### src/core/csc_defs.vh
// Register map, field positions, reset values and timing counts of the clock source control
`ifndef CSC_DEFS_VH
`define CSC_DEFS_VH

// ****************************************
// Register offsets (byte addresses)
// ****************************************
`define CSC_SUPPLY_CTRL_REG 8'h00
`define CSC_SUPPLY_MODE_REG 8'h04
`define CSC_SUPPLY_STATUS_REG 8'h08
`define CSC_MAIN_OSC_CTRL_REG 8'h0c
`define CSC_PM_STATUS_REG 8'h10
`define CSC_PM_IRQ_MASK_REG 8'h14
`define CSC_OSC_CALIB_REG 8'h18
`define CSC_MAIN_FREQ_MEAS_REG 8'h1c

// ****************************************
// Field positions
// ****************************************
`define CSC_SLOW_XTAL_SELECT_BIT 3
`define CSC_SLOW_OSC_BYPASS_BIT 20
`define CSC_SUPPLY_SLOW_SRC_BIT 7
`define CSC_MAIN_XTAL_ENABLE_BIT 0
`define CSC_FAST_RC_ENABLE_BIT 3
`define CSC_FAST_RC_FREQ_LSB 4
`define CSC_XTAL_STARTUP_LSB 8
`define CSC_MAIN_SRC_SELECT_BIT 24
`define CSC_MAIN_XTAL_STABLE_BIT 0
`define CSC_PM_SLOW_SRC_BIT 7
`define CSC_MAIN_SWITCH_DONE_BIT 16
`define CSC_FAST_RC_STABLE_BIT 17
`define CSC_TRIM_FIELD_STRIDE 8
`define CSC_MEAS_READY_BIT 16
`define CSC_MEAS_RESTART_BIT 20

// ****************************************
// Codes and reset values
// ****************************************
`define CSC_FREQ_LOW 2'h0
`define CSC_FREQ_MID 2'h1
`define CSC_FREQ_HIGH 2'h2
`define CSC_FREQ_RESERVED 2'h3
`define CSC_XTAL_STARTUP_RESET 8'h00
`define CSC_OSC_CALIB_RESET 24'h000000

// ****************************************
// Timing counts, in slow clock periods
// ****************************************
`define CSC_XTAL_TICK_DIV 3'h7
`define CSC_MEAS_PERIODS 5'h10
`define CSC_FAST_RC_SETTLE 8'h04
`define CSC_SLOW_XTAL_SETTLE 8'h08

`endif

### src/core/csc_down_timer.v
// Reloadable down counter that expires after a number of tick pulses
`timescale 1ns/1ns
`default_nettype none

module csc_down_timer #(
	parameter WIDTH = 8
) (
	input wire clk,
	input wire rst_n,
	input wire clear,
	input wire load,
	input wire [WIDTH-1:0] loadValue,
	input wire tick,
	output wire expired
);

reg armed;
reg [WIDTH-1:0] count;

// Load beats clear: the enabling write lands while the enable still reads low
always @(posedge clk)
begin
	if (!rst_n)
	begin
		armed <= 1'b0;
		count <= {WIDTH{1'b0}};
	end
	else if (load)
	begin
		armed <= 1'b1;
		count <= loadValue;
	end
	else if (clear)
	begin
		armed <= 1'b0;
		count <= {WIDTH{1'b0}};
	end
	else if (tick && armed && count != {WIDTH{1'b0}})
		count <= count - {{(WIDTH-1){1'b0}}, 1'b1};
end

// Zero loaded means expiry on the next cycle
assign expired = armed && (count == {WIDTH{1'b0}});

endmodule

`default_nettype wire

### src/core/csc_clock_ctrl.v
// Clock source control: slow and main oscillator selection, trims, start-up and measurement
// Behaviour
// - At I/O supply rise, RC slow oscillator enabled and selected; crystal oscillator off, idle
// - Slow select bit in supply control; selected source shown in both status registers
// - Power status slow-source bit sets only after the switch sequence completes
// - Select sequence: pins to oscillator, crystal on, then RC off, glitch-free
// - Crystal slow selection is permanent until the I/O supply is removed
// - Slow crystal pins are pulled-up general inputs until the sequence takes them
// - After reset the fast RC runs at 4 MHz and feeds the main clock
// - Fast RC enable bit in the main oscillator control register switches it
// - Fast RC frequency change clears stable, stops main clock until settled
// - Clearing the fast RC enable clears the fast RC stable flag
// - Interrupt enable for fast RC stable raises the interrupt line
// - Factory trims are inputs; user trims return to zero on every rst_n reset, not on supply reset
// - Per-frequency select chooses factory trim or user trim field
// - Trim of the frequency currently running is never altered
// - Restart bit starts a measurement; ready flag then count readable
// - Main crystal is disabled and not selected after reset
// - Clearing the main crystal enable clears the crystal stable flag
// - Crystal enable write takes pins, clears stable, counts down on slow/8
// - Counter at zero sets crystal stable; mask bit raises interrupt
// - Main source switch between RC and crystal is glitch-free, sets done flag
//
// Our own choices: register access over Wishbone and the register addresses.
`timescale 1ns/1ns
`default_nettype none
`include "csc_defs.vh"

module csc_clock_ctrl #(
	parameter TRIM_WIDTH = 7,
	parameter MEAS_WIDTH = 16
) (
	input wire clk,
	input wire rst_n,
	input wire supplyRst_n,
	input wire cyc_i,
	input wire stb_i,
	input wire we_i,
	input wire [7:0] adr_i,
	input wire [3:0] sel_i,
	input wire [31:0] dat_i,
	output reg [31:0] dat_o,
	output reg ack_o,
	input wire slowClkIn,
	input wire mainClkIn,
	input wire [TRIM_WIDTH-1:0] factoryTrimLow,
	input wire [TRIM_WIDTH-1:0] factoryTrimMid,
	input wire [TRIM_WIDTH-1:0] factoryTrimHigh,
	output reg slowRcEn,
	output reg slowXtalOscEn,
	output reg slowXtalPinsOsc,
	output reg slowXtalPinPullup,
	output reg slowOscBypass,
	output reg slowClkSelXtal,
	output reg fastRcEn,
	output reg [1:0] fastRcFreq,
	output reg [TRIM_WIDTH-1:0] fastRcTrim,
	output reg mainXtalEn,
	output wire mainXtalPinsOsc,
	output reg mainSrcXtal,
	output reg mainClkRun,
	output reg irq
);

// ****************************************
// Helpers
// ****************************************

// Byte-lane merge for Wishbone writes
function [31:0] laneMerge;
	input [31:0] oldValue;
	input [31:0] newValue;
	input [3:0] lanes;
	integer i;
	begin
		laneMerge = oldValue;
		for (i = 0; i < 4; i = i + 1)
			if (lanes[i])
				laneMerge[i*8 +: 8] = newValue[i*8 +: 8];
	end
endfunction

// Trim actually driven: user field only when its select bit is set
function [TRIM_WIDTH-1:0] pickTrim;
	input useUser;
	input [TRIM_WIDTH-1:0] userTrim;
	input [TRIM_WIDTH-1:0] factoryTrim;
	begin
		pickTrim = useUser ? userTrim : factoryTrim;
	end
endfunction

// ****************************************
// Bus slave
// ****************************************
wire busReq = cyc_i && stb_i;
wire wrNow = busReq && we_i && ack_o;
wire [31:0] wrData = laneMerge(32'h00000000, dat_i, sel_i);
wire wrSupplyCtrl = wrNow && adr_i == `CSC_SUPPLY_CTRL_REG;
wire wrSupplyMode = wrNow && adr_i == `CSC_SUPPLY_MODE_REG;
wire wrMainOsc = wrNow && adr_i == `CSC_MAIN_OSC_CTRL_REG;
wire wrIrqMask = wrNow && adr_i == `CSC_PM_IRQ_MASK_REG;
wire wrCalib = wrNow && adr_i == `CSC_OSC_CALIB_REG;
wire wrMeas = wrNow && adr_i == `CSC_MAIN_FREQ_MEAS_REG;

reg [7:0] xtalStartup;
reg mainSrcSelect;
reg [31:0] irqMask;
reg [23:0] oscCalib;
reg fastRcStable;
reg mainXtalStable;
reg mainSwitchDone;
reg pmSlowSrc;
reg measReady;
reg [MEAS_WIDTH-1:0] measCount;

wire [31:0] mainOscWord = ({31'h0, mainXtalEn} << `CSC_MAIN_XTAL_ENABLE_BIT)
	| ({31'h0, fastRcEn} << `CSC_FAST_RC_ENABLE_BIT)
	| ({30'h0, fastRcFreq} << `CSC_FAST_RC_FREQ_LSB)
	| ({24'h0, xtalStartup} << `CSC_XTAL_STARTUP_LSB)
	| ({31'h0, mainSrcSelect} << `CSC_MAIN_SRC_SELECT_BIT);
wire [31:0] pmStatusWord = ({31'h0, mainXtalStable} << `CSC_MAIN_XTAL_STABLE_BIT)
	| ({31'h0, pmSlowSrc} << `CSC_PM_SLOW_SRC_BIT)
	| ({31'h0, mainSwitchDone} << `CSC_MAIN_SWITCH_DONE_BIT)
	| ({31'h0, fastRcStable} << `CSC_FAST_RC_STABLE_BIT);

// Ack one cycle after the request, dropped the cycle after; unmapped reads give zero
always @(posedge clk)
begin
	if (!rst_n)
	begin
		ack_o <= 1'b0;
		dat_o <= 32'h00000000;
	end
	else
	begin
		ack_o <= busReq && !ack_o;
		if (busReq && !ack_o)
		begin
			case (adr_i)
				`CSC_SUPPLY_CTRL_REG: dat_o <= 32'h00000000;
				`CSC_SUPPLY_MODE_REG: dat_o <= {31'h0, slowOscBypass} << `CSC_SLOW_OSC_BYPASS_BIT;
				`CSC_SUPPLY_STATUS_REG: dat_o <= {31'h0, slowClkSelXtal} << `CSC_SUPPLY_SLOW_SRC_BIT;
				`CSC_MAIN_OSC_CTRL_REG: dat_o <= mainOscWord;
				`CSC_PM_STATUS_REG: dat_o <= pmStatusWord;
				`CSC_PM_IRQ_MASK_REG: dat_o <= irqMask;
				`CSC_OSC_CALIB_REG: dat_o <= {8'h00, oscCalib};
				`CSC_MAIN_FREQ_MEAS_REG: dat_o <= {15'h0000, measReady, measCount};
				default: dat_o <= 32'h00000000;
			endcase
		end
	end
end

// ****************************************
// Slow clock tick generation
// ****************************************
reg slowSync1;
reg slowSync2;
reg slowPrev;
reg [2:0] slowDiv;
wire slowFall = slowPrev && !slowSync2;
wire slowDiv8Tick = slowFall && slowDiv == `CSC_XTAL_TICK_DIV;

// Two stages before the edge detector; the divider gives the slow/8 tick
always @(posedge clk)
begin
	if (!rst_n)
	begin
		slowSync1 <= 1'b0;
		slowSync2 <= 1'b0;
		slowPrev <= 1'b0;
		slowDiv <= 3'h0;
	end
	else
	begin
		slowSync1 <= slowClkIn;
		slowSync2 <= slowSync1;
		slowPrev <= slowSync2;
		if (slowFall)
			slowDiv <= slowDiv + 3'h1;
	end
end

// ****************************************
// Slow clock source sequence
// ****************************************
localparam SL_RC = 3'h0;
localparam SL_PINS = 3'h1;
localparam SL_XTAL_ON = 3'h2;
localparam SL_SWITCH = 3'h3;
localparam SL_RC_OFF = 3'h4;
localparam SL_DONE = 3'h5;

reg [2:0] slowState;
reg [7:0] slowWait;

// Only the supply reset returns here, so the peripheral reset cannot undo the crystal
always @(posedge clk)
begin
	if (!supplyRst_n)
	begin
		slowState <= SL_RC;
		slowWait <= 8'h00;
		slowRcEn <= 1'b1;
		slowXtalOscEn <= 1'b0;
		slowXtalPinsOsc <= 1'b0;
		slowXtalPinPullup <= 1'b1;
		slowClkSelXtal <= 1'b0;
		slowOscBypass <= 1'b0;
		pmSlowSrc <= 1'b0;
	end
	else
	begin
		// Bypass is only meaningful before the select, later writes are dropped
		if (wrSupplyMode && slowState == SL_RC)
			slowOscBypass <= wrData[`CSC_SLOW_OSC_BYPASS_BIT];
		case (slowState)
			SL_RC:
				if (wrSupplyCtrl && wrData[`CSC_SLOW_XTAL_SELECT_BIT])
					slowState <= SL_PINS;
			SL_PINS:
			begin
				slowXtalPinsOsc <= 1'b1;
				slowXtalPinPullup <= 1'b0;
				slowState <= SL_XTAL_ON;
				slowWait <= `CSC_SLOW_XTAL_SETTLE;
			end
			SL_XTAL_ON:
			begin
				slowXtalOscEn <= 1'b1;
				if (slowFall)
				begin
					if (slowWait == 8'h00)
						slowState <= SL_SWITCH;
					else
						slowWait <= slowWait - 8'h01;
				end
			end
			SL_SWITCH:
				// Mux flips right after a falling edge, while both sources are low-going
				if (slowFall)
				begin
					slowClkSelXtal <= 1'b1;
					slowState <= SL_RC_OFF;
				end
			SL_RC_OFF:
			begin
				slowRcEn <= 1'b0;
				slowState <= SL_DONE;
			end
			SL_DONE:
				pmSlowSrc <= 1'b1;
			default:
				slowState <= SL_RC;
		endcase
	end
end

// ****************************************
// Main oscillator control register
// ****************************************
wire newRcEn = wrData[`CSC_FAST_RC_ENABLE_BIT];
wire [1:0] newFreq = wrData[`CSC_FAST_RC_FREQ_LSB +: 2];
wire newXtalEn = wrData[`CSC_MAIN_XTAL_ENABLE_BIT];
wire freqChange = wrMainOsc && fastRcEn && newRcEn && newFreq != fastRcFreq
	&& newFreq != `CSC_FREQ_RESERVED;
wire xtalStart = wrMainOsc && newXtalEn;

// Frequency is only taken while the RC already runs; enable and change together is refused
always @(posedge clk)
begin
	if (!rst_n)
	begin
		fastRcEn <= 1'b1;
		fastRcFreq <= `CSC_FREQ_LOW;
		mainXtalEn <= 1'b0;
		xtalStartup <= `CSC_XTAL_STARTUP_RESET;
		mainSrcSelect <= 1'b0;
		irqMask <= 32'h00000000;
	end
	else
	begin
		if (wrMainOsc)
		begin
			fastRcEn <= newRcEn;
			mainXtalEn <= newXtalEn;
			xtalStartup <= wrData[`CSC_XTAL_STARTUP_LSB +: 8];
			mainSrcSelect <= wrData[`CSC_MAIN_SRC_SELECT_BIT];
			if (freqChange)
				fastRcFreq <= newFreq;
		end
		if (wrIrqMask)
			irqMask <= laneMerge(irqMask, dat_i, sel_i);
	end
end

assign mainXtalPinsOsc = mainXtalEn;

// ****************************************
// Start-up timers
// ****************************************
wire rcSettled;
wire xtalCounted;

csc_down_timer #(.WIDTH(8)) fastRcTimer (
	.clk(clk),
	.rst_n(rst_n),
	.clear(!fastRcEn),
	.load(freqChange || (wrMainOsc && newRcEn && !fastRcEn)),
	.loadValue(`CSC_FAST_RC_SETTLE),
	.tick(slowFall),
	.expired(rcSettled)
);

csc_down_timer #(.WIDTH(8)) xtalTimer (
	.clk(clk),
	.rst_n(rst_n),
	.clear(!mainXtalEn),
	.load(xtalStart),
	.loadValue(wrData[`CSC_XTAL_STARTUP_LSB +: 8]),
	.tick(slowDiv8Tick),
	.expired(xtalCounted)
);

// Stable flags: writes that restart an oscillator clear, the timers set
always @(posedge clk)
begin
	if (!rst_n)
	begin
		fastRcStable <= 1'b1;
		mainXtalStable <= 1'b0;
	end
	else
	begin
		if (!fastRcEn || freqChange)
			fastRcStable <= 1'b0;
		else if (rcSettled)
			fastRcStable <= 1'b1;
		if (!mainXtalEn || xtalStart)
			mainXtalStable <= 1'b0;
		else if (xtalCounted)
			mainXtalStable <= 1'b1;
	end
end

// ****************************************
// Main clock source switch
// ****************************************
wire targetStable = mainSrcSelect ? mainXtalStable : fastRcStable;

// Switch on a slow edge once the target runs; done holds off while they differ
always @(posedge clk)
begin
	if (!rst_n)
	begin
		mainSrcXtal <= 1'b0;
		mainSwitchDone <= 1'b1;
		mainClkRun <= 1'b0;
	end
	else
	begin
		if (mainSrcXtal != mainSrcSelect && targetStable && slowFall)
			mainSrcXtal <= mainSrcSelect;
		mainSwitchDone <= mainSrcXtal == mainSrcSelect;
		mainClkRun <= mainSrcXtal ? mainXtalStable : fastRcStable;
	end
end

// ****************************************
// Trims
// ****************************************
wire [1:0] freqInUse = fastRcFreq;

// Field of the running frequency is write-protected, including its select bit
always @(posedge clk)
begin
	if (!rst_n)
		oscCalib <= `CSC_OSC_CALIB_RESET;
	else if (wrCalib)
	begin
		if (freqInUse != `CSC_FREQ_LOW && sel_i[0])
			oscCalib[7:0] <= dat_i[7:0];
		if (freqInUse != `CSC_FREQ_MID && sel_i[1])
			oscCalib[15:8] <= dat_i[15:8];
		if (freqInUse != `CSC_FREQ_HIGH && sel_i[2])
			oscCalib[23:16] <= dat_i[23:16];
	end
end

// Trim presented to the analogue RC for the running frequency
always @(posedge clk)
begin
	if (!rst_n)
		fastRcTrim <= factoryTrimLow;
	else
	begin
		case (fastRcFreq)
			`CSC_FREQ_MID:
				fastRcTrim <= pickTrim(oscCalib[15], oscCalib[8 +: TRIM_WIDTH], factoryTrimMid);
			`CSC_FREQ_HIGH:
				fastRcTrim <= pickTrim(oscCalib[23], oscCalib[16 +: TRIM_WIDTH], factoryTrimHigh);
			default:
				fastRcTrim <= pickTrim(oscCalib[7], oscCalib[0 +: TRIM_WIDTH], factoryTrimLow);
		endcase
	end
end

// ****************************************
// Frequency measurement
// ****************************************
reg mainSync1;
reg mainSync2;
reg mainPrev;
reg measRun;
reg [4:0] measPeriods;
reg rcStablePrev;
reg xtalStablePrev;
reg srcPrev;
wire measStart = (wrMeas && wrData[`CSC_MEAS_RESTART_BIT])
	|| (fastRcStable && !rcStablePrev && !mainSrcXtal)
	|| (mainXtalStable && !xtalStablePrev && mainSrcXtal)
	|| (mainSrcXtal != srcPrev);

// Counts synchronised main clock rises over 16 slow periods; only sub-5 MHz is exact
always @(posedge clk)
begin
	if (!rst_n)
	begin
		mainSync1 <= 1'b0;
		mainSync2 <= 1'b0;
		mainPrev <= 1'b0;
		measRun <= 1'b0;
		measPeriods <= 5'h00;
		measReady <= 1'b0;
		measCount <= {MEAS_WIDTH{1'b0}};
		rcStablePrev <= 1'b0;
		xtalStablePrev <= 1'b0;
		srcPrev <= 1'b0;
	end
	else
	begin
		mainSync1 <= mainClkIn;
		mainSync2 <= mainSync1;
		mainPrev <= mainSync2;
		rcStablePrev <= fastRcStable;
		xtalStablePrev <= mainXtalStable;
		srcPrev <= mainSrcXtal;
		if (measStart)
		begin
			measRun <= 1'b1;
			measReady <= 1'b0;
			measPeriods <= 5'h00;
			measCount <= {MEAS_WIDTH{1'b0}};
		end
		else if (measRun)
		begin
			if (mainSync2 && !mainPrev)
				measCount <= measCount + {{(MEAS_WIDTH-1){1'b0}}, 1'b1};
			if (slowFall)
			begin
				measPeriods <= measPeriods + 5'h01;
				if (measPeriods + 5'h01 == `CSC_MEAS_PERIODS)
				begin
					measRun <= 1'b0;
					measReady <= 1'b1;
				end
			end
		end
	end
end

// ****************************************
// Interrupt line
// ****************************************

// Level interrupt from masked status flags
always @(posedge clk)
begin
	if (!rst_n)
		irq <= 1'b0;
	else
		irq <= |(pmStatusWord & irqMask);
end

endmodule

`default_nettype wire

### config.mk
export PLATFORM = sky130hd
export DESIGN_NAME = csc_clock_ctrl
export DESIGN_NICKNAME = d
export VERILOG_FILES = /design/src/core/csc_down_timer.v /design/src/core/csc_clock_ctrl.v
export VERILOG_INCLUDE_DIRS = /design/src /design/src/core
export SDC_FILE = /design/constraint.sdc
export NUM_CORES = 1
export LEC_CHECK = 0
export ABC_AREA = 1
export BUFFER_PORTS_ARGS = -buffer_cell sky130_fd_sc_hd__buf_4
export CAP_MARGIN = 5
export CORE_ASPECT_RATIO = 0.9
export CORE_MARGIN = 2
export CORE_UTILIZATION = 30
export DETAILED_ROUTE_END_ITERATION = 8
export HOLD_SLACK_MARGIN = 0.05
export SYNTH_ARGS = -nofsm -noshare
export SYNTH_HDL_FRONTEND = slang
export SYNTH_HIERARCHICAL = 1
export SYNTH_SLANG_ARGS = --single-unit
### constraint.sdc
create_clock -name clk -period 1.91 [get_ports clk]
set_input_delay 0.191 -clock clk [delete_from_list [all_inputs] [get_ports clk]]
set_output_delay 0.191 -clock clk [all_outputs]
set_load 0.01 [all_outputs]
* Yosys cells after proc, flatten, opt, wreduce, memory -nomap -nowiden *
Index checks and enable logic that the tools add are counted.

storage, ports and cells
  flip-flop bits (word level) = 186
  output and inout port bits = 54
  word-level logic and storage cells = 214

cells by class
  add/subtract/negate cells = 6
  equality and inequality tests = 32
  muxes and demuxes = 36
  bitwise gates (word level) = 11
  reduce and logical (&&, ||, !) cells = 80

operators with widths
  cell                                                                count
  32-bit one-hot mux with 7 select lines                              1
  8-bit two-way mux                                                   6
  1-bit logical AND                                                   38
  18-bit by 32-bit AND with 32-bit output                             1
  8-bit by 5-bit == test with 1-bit output, second input constant     4
  8-bit zero test                                                     4
  32-bit OR reduction                                                 1
  7-bit two-way mux                                                   4
  16-bit by 25-bit OR with 25-bit output                              1
  8-bit by 1-bit subtractor with 8-bit output, second input constant  3
  2-bit AND reduction                                                 11
  3-bit two-way mux                                                   7
  17-bit by 18-bit OR with 18-bit output                              1
  3-bit one-hot mux with 6 select lines                               1
  8-bit by 17-bit OR with 17-bit output                               1
  16-bit by 1-bit adder with 16-bit output, second input constant     1
  8-bit by 4-bit == test with 1-bit output, second input constant     2
  6-bit by 16-bit OR with 16-bit output                               1
  8-bit one-hot mux with 2 select lines                               1
  8-bit nonzero test                                                  2
  7-bit one-hot mux with 2 select lines                               1
  1-bit two-way mux                                                   13
  2-bit by 1-bit != test with 1-bit output, second input constant     6
  3-bit == test, second input constant                                3
  other kinds (27)                                                    51

* Logic depth before layout (Yosys ltp) *
  depth after elaboration = 10
  gate-level depth with buffers = 13

* Modules after synthesis *
Netlist, hierarchy kept.

modules (own cells, without submodules)
  module          instances  cells each  area each (um^2)
  csc_clock_ctrl  1          1093        7842.5
  csc_down_timer  2          105         634.4

* Worst setup path before layout *
Ideal clock, no wire load.

  kind = flip-flop to flip-flop
  from = reg ack_o
  to = reg xtalTimer.count[2]
  data arrival time = 1.711 ns
  data required time = 1.794 ns
  setup slack = 0.083 ns
  stages on the path, launching flop included = 13
  buffers on the path = 1
  period minus slack after synthesis = 1.827 ns
  cells stage by stage = dfxtp_1 nand2_1 nor2_2 inv_2 nor2_4 nand3_1 inv_1 buf_2 nor2_8 inv_1 o21ai_0 nor2_1 nor2_1

between the ends
  cells in the longest elaborated chain, start to end = 4
  elaborated cells between the ends (all ways) = 5

ends and longest elaborated chain
  item                                                                                                   line                  RTL
  start: declaration                                                                                     csc_clock_ctrl.v:43   output reg ack_o,
  start signal: assignment                                                                               csc_clock_ctrl.v:137  ack_o <= busReq && !ack_o;
  1-bit logical AND (*)                                                                                  csc_clock_ctrl.v:97   wire wrNow = busReq && we_i && ack_o;
  1-bit logical AND (no source line) (*)                                                                 -
  1-bit logical AND (*)                                                                                  csc_clock_ctrl.v:268  wire xtalStart = wrMainOsc && newXtalEn;
  named net xtalStart                                                                                    csc_clock_ctrl.v:268
  3-bit by 1-bit != test with 1-bit output (no source line) / 8-bit two-way mux (equally long branches)  -
  end signal: assignment                                                                                 csc_down_timer.v:31   count <= loadValue;
  end signal: assignment                                                                                 csc_down_timer.v:36   count <= {WIDTH{1'b0}};
  end signal: assignment                                                                                 csc_down_timer.v:39   count <= count - {{(WIDTH-1){1'b0}}, 1'b1};
  end: declaration                                                                                       csc_down_timer.v:18   reg [WIDTH-1:0] count;

The timed path passes the listed nets; every way through them passes the cells marked *.
A chain may end at the register's enable or synchronous reset.

* Worst setup path in the final report *
  from = reg ack_o
  to = reg irqMask[17]

between the ends
  cells in the longest elaborated chain, start to end = 3

ends and longest elaborated chain
  item                                  line                  RTL
  1-bit logical AND                     csc_clock_ctrl.v:97
  1-bit logical AND (no source line)    -
  2-bit AND reduction (no source line)  -
  end signal: assignment                csc_clock_ctrl.v:294  irqMask <= laneMerge(irqMask, dat_i, sel_i);
  end: declaration                      csc_clock_ctrl.v:108  reg [31:0] irqMask;

No other way between the ends.

==> flow_summary.html <==
<table>
<tr><th>Metric</th><th>Value</th></tr>
<tr><th colspan="2">Route</th></tr>
<tr><td>Detailed-routing iteration count for the pre-antenna-repair pass</td><td>5</td></tr>
<tr><td>Via total after detailed routing</td><td>about 9k</td></tr>
<tr><td>Count of antenna-violating nets left after detailed routing</td><td>0</td></tr>
<tr><td>Initial DRC Count</td><td>777</td></tr>
<tr><td>Drt via density</td><td>about 4.7</td></tr>
<tr><td>Final routed DRC violation total</td><td>0</td></tr>
<tr><td>WL final</td><td>27800 um</td></tr>
<tr><td>Wirelength per Cell</td><td>14.7 um</td></tr>
<tr><th colspan="2">Yosys</th></tr>
<tr><td>Ranking of synthesized cells by area</td><td>sky130_fd_sc_hd__dfxtp_1 (41%), sky130_fd_sc_hd__nand2_1 (12%), sky130_fd_sc_hd__nor2_1 (8.1%)</td></tr>
<tr><td>Number of enable flip-flop cells after synthesis</td><td>0</td></tr>
<tr><td>Fraction of post-synthesis cell area in the top cell type by area</td><td>40.9%</td></tr>
<tr><td>Syn Std Cell Area</td><td>9110 um2</td></tr>
<tr><td>Dominant cell type by area after synthesis</td><td>sky130_fd_sc_hd__dfxtp_1</td></tr>
<tr><td>Mean area per synthesized cell</td><td>between 6 and 7 um2</td></tr>
<tr><td>Arithmetic-cell share of the synthesized area counting full adders, half adders and majority gates</td><td>1.65%</td></tr>
<tr><td>Library cells used by synthesis</td><td>between 40 and 50</td></tr>
<tr><td>Synth warnings</td><td>6</td></tr>
<tr><td>Combinational family with the most area after synthesis</td><td>simple AND/OR/NAND/NOR gates</td></tr>
<tr><td>Portion of netlist area occupied by mux cells</td><td>0%</td></tr>
<tr><td>Synth Area in XOR/XNOR</td><td>1.25%</td></tr>
<tr><td>Number of instances in the synthesized netlist</td><td>approximately 1.3k</td></tr>
<tr><td>Flip-flop and latch count after synthesis</td><td>186</td></tr>
<tr><td>Area share of and/or/nand/nor cells after synthesis</td><td>a little under a third</td></tr>
<tr><td>Share of flip-flops with an asynchronous set or reset after synthesis</td><td>0%</td></tr>
<tr><td>Synth Area in Compound Gates</td><td>between 10% and 20%</td></tr>
<tr><td>Register area share after synthesis</td><td>between 40% and 50%</td></tr>
<tr><td>Primary FF master, synth</td><td>sky130_fd_sc_hd__dfxtp_1</td></tr>
<tr><th colspan="2">Setup path</th></tr>
<tr><td>Worst R2R End</td><td>irqMask[17]</td></tr>
<tr><td>Reg-to-Reg Start</td><td>ack_o</td></tr>
<tr><td>Critical path class</td><td>flop to flop</td></tr>
<tr><td>Crit-path max FO</td><td>7</td></tr>
<tr><td>Flop2flop setup slack</td><td>150 ps</td></tr>
<tr><td>Worst setup EP type</td><td>flop</td></tr>
<tr><td>Crit path launch type</td><td>flop</td></tr>
<tr><td>Register-to-Register Path Depth</td><td>7</td></tr>
<tr><td>Data arrival, critical path</td><td>about 2200 ps</td></tr>
<tr><td>Critical Path RT</td><td>approximately 2300 ps</td></tr>
<tr><th colspan="2">Cells and area</th></tr>
<tr><td>Commonest cells after routing, fill and taps aside</td><td>sky130_fd_sc_hd__nand2_1 (291), sky130_fd_sc_hd__nor2_1 (194), sky130_fd_sc_hd__dfxtp_1 (186)</td></tr>
<tr><td>P&amp;R area growth vs syn</td><td>27.3%</td></tr>
<tr><td>Final Cell Area</td><td>11600 um2</td></tr>
<tr><td>Most common cell after layout, fill and taps aside</td><td>sky130_fd_sc_hd__nand2_1</td></tr>
<tr><td>Number of antenna repair diodes</td><td>0</td></tr>
<tr><td>Share of cells above drive strength 1</td><td>between 10% and 20%</td></tr>
<tr><td>Number of nets in the layout</td><td>1563</td></tr>
<tr><td>Layout Cells excl Fill</td><td>about 1.9k</td></tr>
<tr><td>Post-layout utilization of the core</td><td>about two fifths</td></tr>
<tr><th colspan="2">Worst hold path</th></tr>
<tr><td>Class of the tightest hold or removal check</td><td>input pin to flop</td></tr>
<tr><td>Origin of the worst min-delay path</td><td>sel_i[2]</td></tr>
<tr><td>Worst min-delay path endpoint</td><td>irqMask[23]</td></tr>
<tr><td>Hold depth</td><td>3</td></tr>
<tr><th colspan="2">Global route</th></tr>
<tr><td>Gr ovfl total</td><td>0</td></tr>
<tr><td>Number of global-route vias before repair</td><td>8398</td></tr>
<tr><td>All-Layer GR Usage</td><td>17.6%</td></tr>
<tr><td>Largest net degree at the start of global routing</td><td>93</td></tr>
<tr><td>Number of antenna violations at the first check in global routing</td><td>0</td></tr>
<tr><td>Wire length of the first global-routing pass</td><td>around 44000 um</td></tr>
<tr><th colspan="2">Place</th></tr>
<tr><td>Total placed instance area</td><td>about 11000 um2</td></tr>
<tr><td>Placer congestion estimate</td><td>~0.86</td></tr>
<tr><td>Post-DP HPWL</td><td>a little over 20000 um</td></tr>
<tr><td># port buffers</td><td>approximately 130</td></tr>
<tr><td>DP Cell Count</td><td>roughly 1.8k</td></tr>
<tr><td>Setup Slack @ Placement</td><td>39.6 ps</td></tr>
<tr><th colspan="2">CTS</th></tr>
<tr><td>H-tree lvl count</td><td>4</td></tr>
<tr><td>Root buffer cell</td><td>sky130_fd_sc_hd__clkbuf_16</td></tr>
<tr><td>Max Root-Sink Buffers</td><td>2</td></tr>
<tr><td>Clock sink total</td><td>roughly 190</td></tr>
<tr><td>TritonCTS clock tree</td><td>yes</td></tr>
<tr><td>Number of CTS-inserted buffers</td><td>17</td></tr>
<tr><td>Clock latency on the worst-skew pair</td><td>between 400 and 500 ps</td></tr>
<tr><td>Clock slew at the register clock pins of the worst setup and hold paths</td><td>around 80 ps</td></tr>
<tr><th colspan="2">STA</th></tr>
<tr><td>Crit path time final</td><td>between 1500 and 2000 ps</td></tr>
<tr><td>F_max</td><td>around 0.57 GHz</td></tr>
<tr><td>Setup repair after global routing missed its margin</td><td>false</td></tr>
<tr><td>Max Clock Skew</td><td>12.9 ps</td></tr>
<tr><td>Worst hold slack</td><td>approximately 68 ps</td></tr>
<tr><td>Final worst-path cycle share</td><td>92.4%</td></tr>
<tr><td>Worst Slack Setup Final</td><td>145 ps</td></tr>
<tr><td>Setup total negative slack</td><td>0 ps</td></tr>
<tr><td>Final Slew Violations</td><td>0</td></tr>
<tr><td>Final hold violations</td><td>0</td></tr>
<tr><td>Final setup viols</td><td>0</td></tr>
<tr><th colspan="2">Die</th></tr>
<tr><td>Site Rows</td><td>60</td></tr>
<tr><td>Ports</td><td>roughly 130</td></tr>
<tr><td>Area of the core</td><td>29900 um2</td></tr>
<tr><td>Chip Width</td><td>188 um</td></tr>
<tr><td>Die area</td><td>31800 um2</td></tr>
<tr><td>Initial Utilization</td><td>a little under a third</td></tr>
<tr><td>Die span in y</td><td>approximately 170 um</td></tr>
<tr><th colspan="2">Run</th></tr>
<tr><td>Max-cap violations</td><td>0</td></tr>
<tr><th colspan="2">Pwr</th></tr>
<tr><td>Power consumption</td><td>roughly 9 mW</td></tr>
<tr><td>Power per cell area</td><td>about 780 nW/um2</td></tr>
<tr><td>Leakage power</td><td>approximately 4.9 nW</td></tr>
<tr><td>Worst VDD drop</td><td>slightly below 700 uV</td></tr>
<tr><th colspan="2">Outcome</th></tr>
<tr><td>Outcome</td><td>complete, no violations</td></tr>
</table>
-- sequential cells by signal (all words and copies together), names as in the netlist, 7 cells and up --
register,count
xtalStartup,8
fastRcTrim,7
dat_o,32
slowWait,8
fastRcTimer/count,8
xtalTimer/count,8
measCount,16
irqMask,32
oscCalib,24
-- power by group --
group | total (mW) | internal, mW | leakage [nW] | switching (mW)
combinational | 1.32 | 0.514 | 3.14 | 0.805
clock | 3.63 | 1.85 | 0.289 | 1.77
sequential | 4.07 | 3.99 | 1.51 | 0.0854
-- Yosys cell counts (8+ instances only) --
| cell type | n |
|---|---|
| sky130_fd_sc_hd__clkbuf_1 | 19 |
| sky130_fd_sc_hd__inv_1 | 126 |
| sky130_fd_sc_hd__a211oi_2 | 8 |
| sky130_fd_sc_hd__dfxtp_1 | 186 |
| sky130_fd_sc_hd__a21oi_1 | 104 |
| sky130_fd_sc_hd__nand3_1 | 98 |
| sky130_fd_sc_hd__buf_2 | 14 |
| sky130_fd_sc_hd__ha_1 | 12 |
| sky130_fd_sc_hd__nand2_1 | 291 |
| sky130_fd_sc_hd__nand2_2 | 12 |
| sky130_fd_sc_hd__nor2_1 | 196 |
| sky130_fd_sc_hd__xor2_1 | 8 |
| sky130_fd_sc_hd__o211ai_1 | 12 |
| sky130_fd_sc_hd__nand4_1 | 15 |
| sky130_fd_sc_hd__o21ai_0 | 95 |
| sky130_fd_sc_hd__nor2_4 | 8 |
-- logic make-up (layout without fill, tap and decap cells) --
logic type               Yosys count  after routing
adder cells (fa/ha/maj)           12             12
XOR/XNOR                          13             13
buffers and inverters            189            371
flip-flops                       186            186
AO/OA/AOI/OAI                    248            248
AND/OR/NAND/NOR                  653            653
other                              2              8
-- layer usage --
metal  vias to the layer above  global-route usage (%)  routed length [um]
met4                         0                    5.55                 487
met2                       272                    27.7               12400
met5                         -                       0                   0
met1                      4119                    24.0               13000
met3                        33                    3.80                1880
li1                       4562                       -                   -
-- layout make-up --
| type | count | area [um2] |
|---|---|---|
| inverters | 141 | 552 |
| clock inverters | 15 | 156 |
| flip-flops and latches | 186 | 3720 |
| fillers | 3204 | 18300 |
| multi-input cells | 934 | 4620 |
| clock buffers | 17 | 425 |
| well taps | 403 | 504 |
| repair buffers | 198 | 1620 |
-- critical path, cell delays in order, from the launching register on --
cell	delay [ps]
sky130_fd_sc_hd__dfxtp_1	340
sky130_fd_sc_hd__nand2_1	80
sky130_fd_sc_hd__nor2_4	200
sky130_fd_sc_hd__nand2_2	150
sky130_fd_sc_hd__inv_4	160
sky130_fd_sc_hd__nand3_1	90
sky130_fd_sc_hd__dlygate4sd3_1	570
sky130_fd_sc_hd__a21oi_1	110
-- worst max-delay path by stage --
stage | startpoint | end | slack, ps | cells past startpoint
6_report | ack_o | irqMask[17] | 150 | 7
5_1_grt | ack_o | irqMask[17] | 20 | 7
4_1_cts | ack_o | xtalTimer/count[1] | 20 | 11
3_5_place_dp | cyc_i | fastRcTimer/count[2] | 40 | 12
3_3_place_gp | cyc_i | fastRcTimer/count[3] | 60 | 12
2_1_floorplan | ack_o | xtalTimer/count[2] | 80 | 12
-- repair_timing --
| item | in CTS | in global routing |
|---|---|---|
| buffers inserted | 0 | 2 |
| endpoints found under the setup margin | 0 | 24 |
| hold buffers | 43 | 0 |
| resized for setup | 0 | 9 |
| endpoints found under the hold margin | 72 | 0 |
Note: power is estimated with default switching activity, not from simulation.
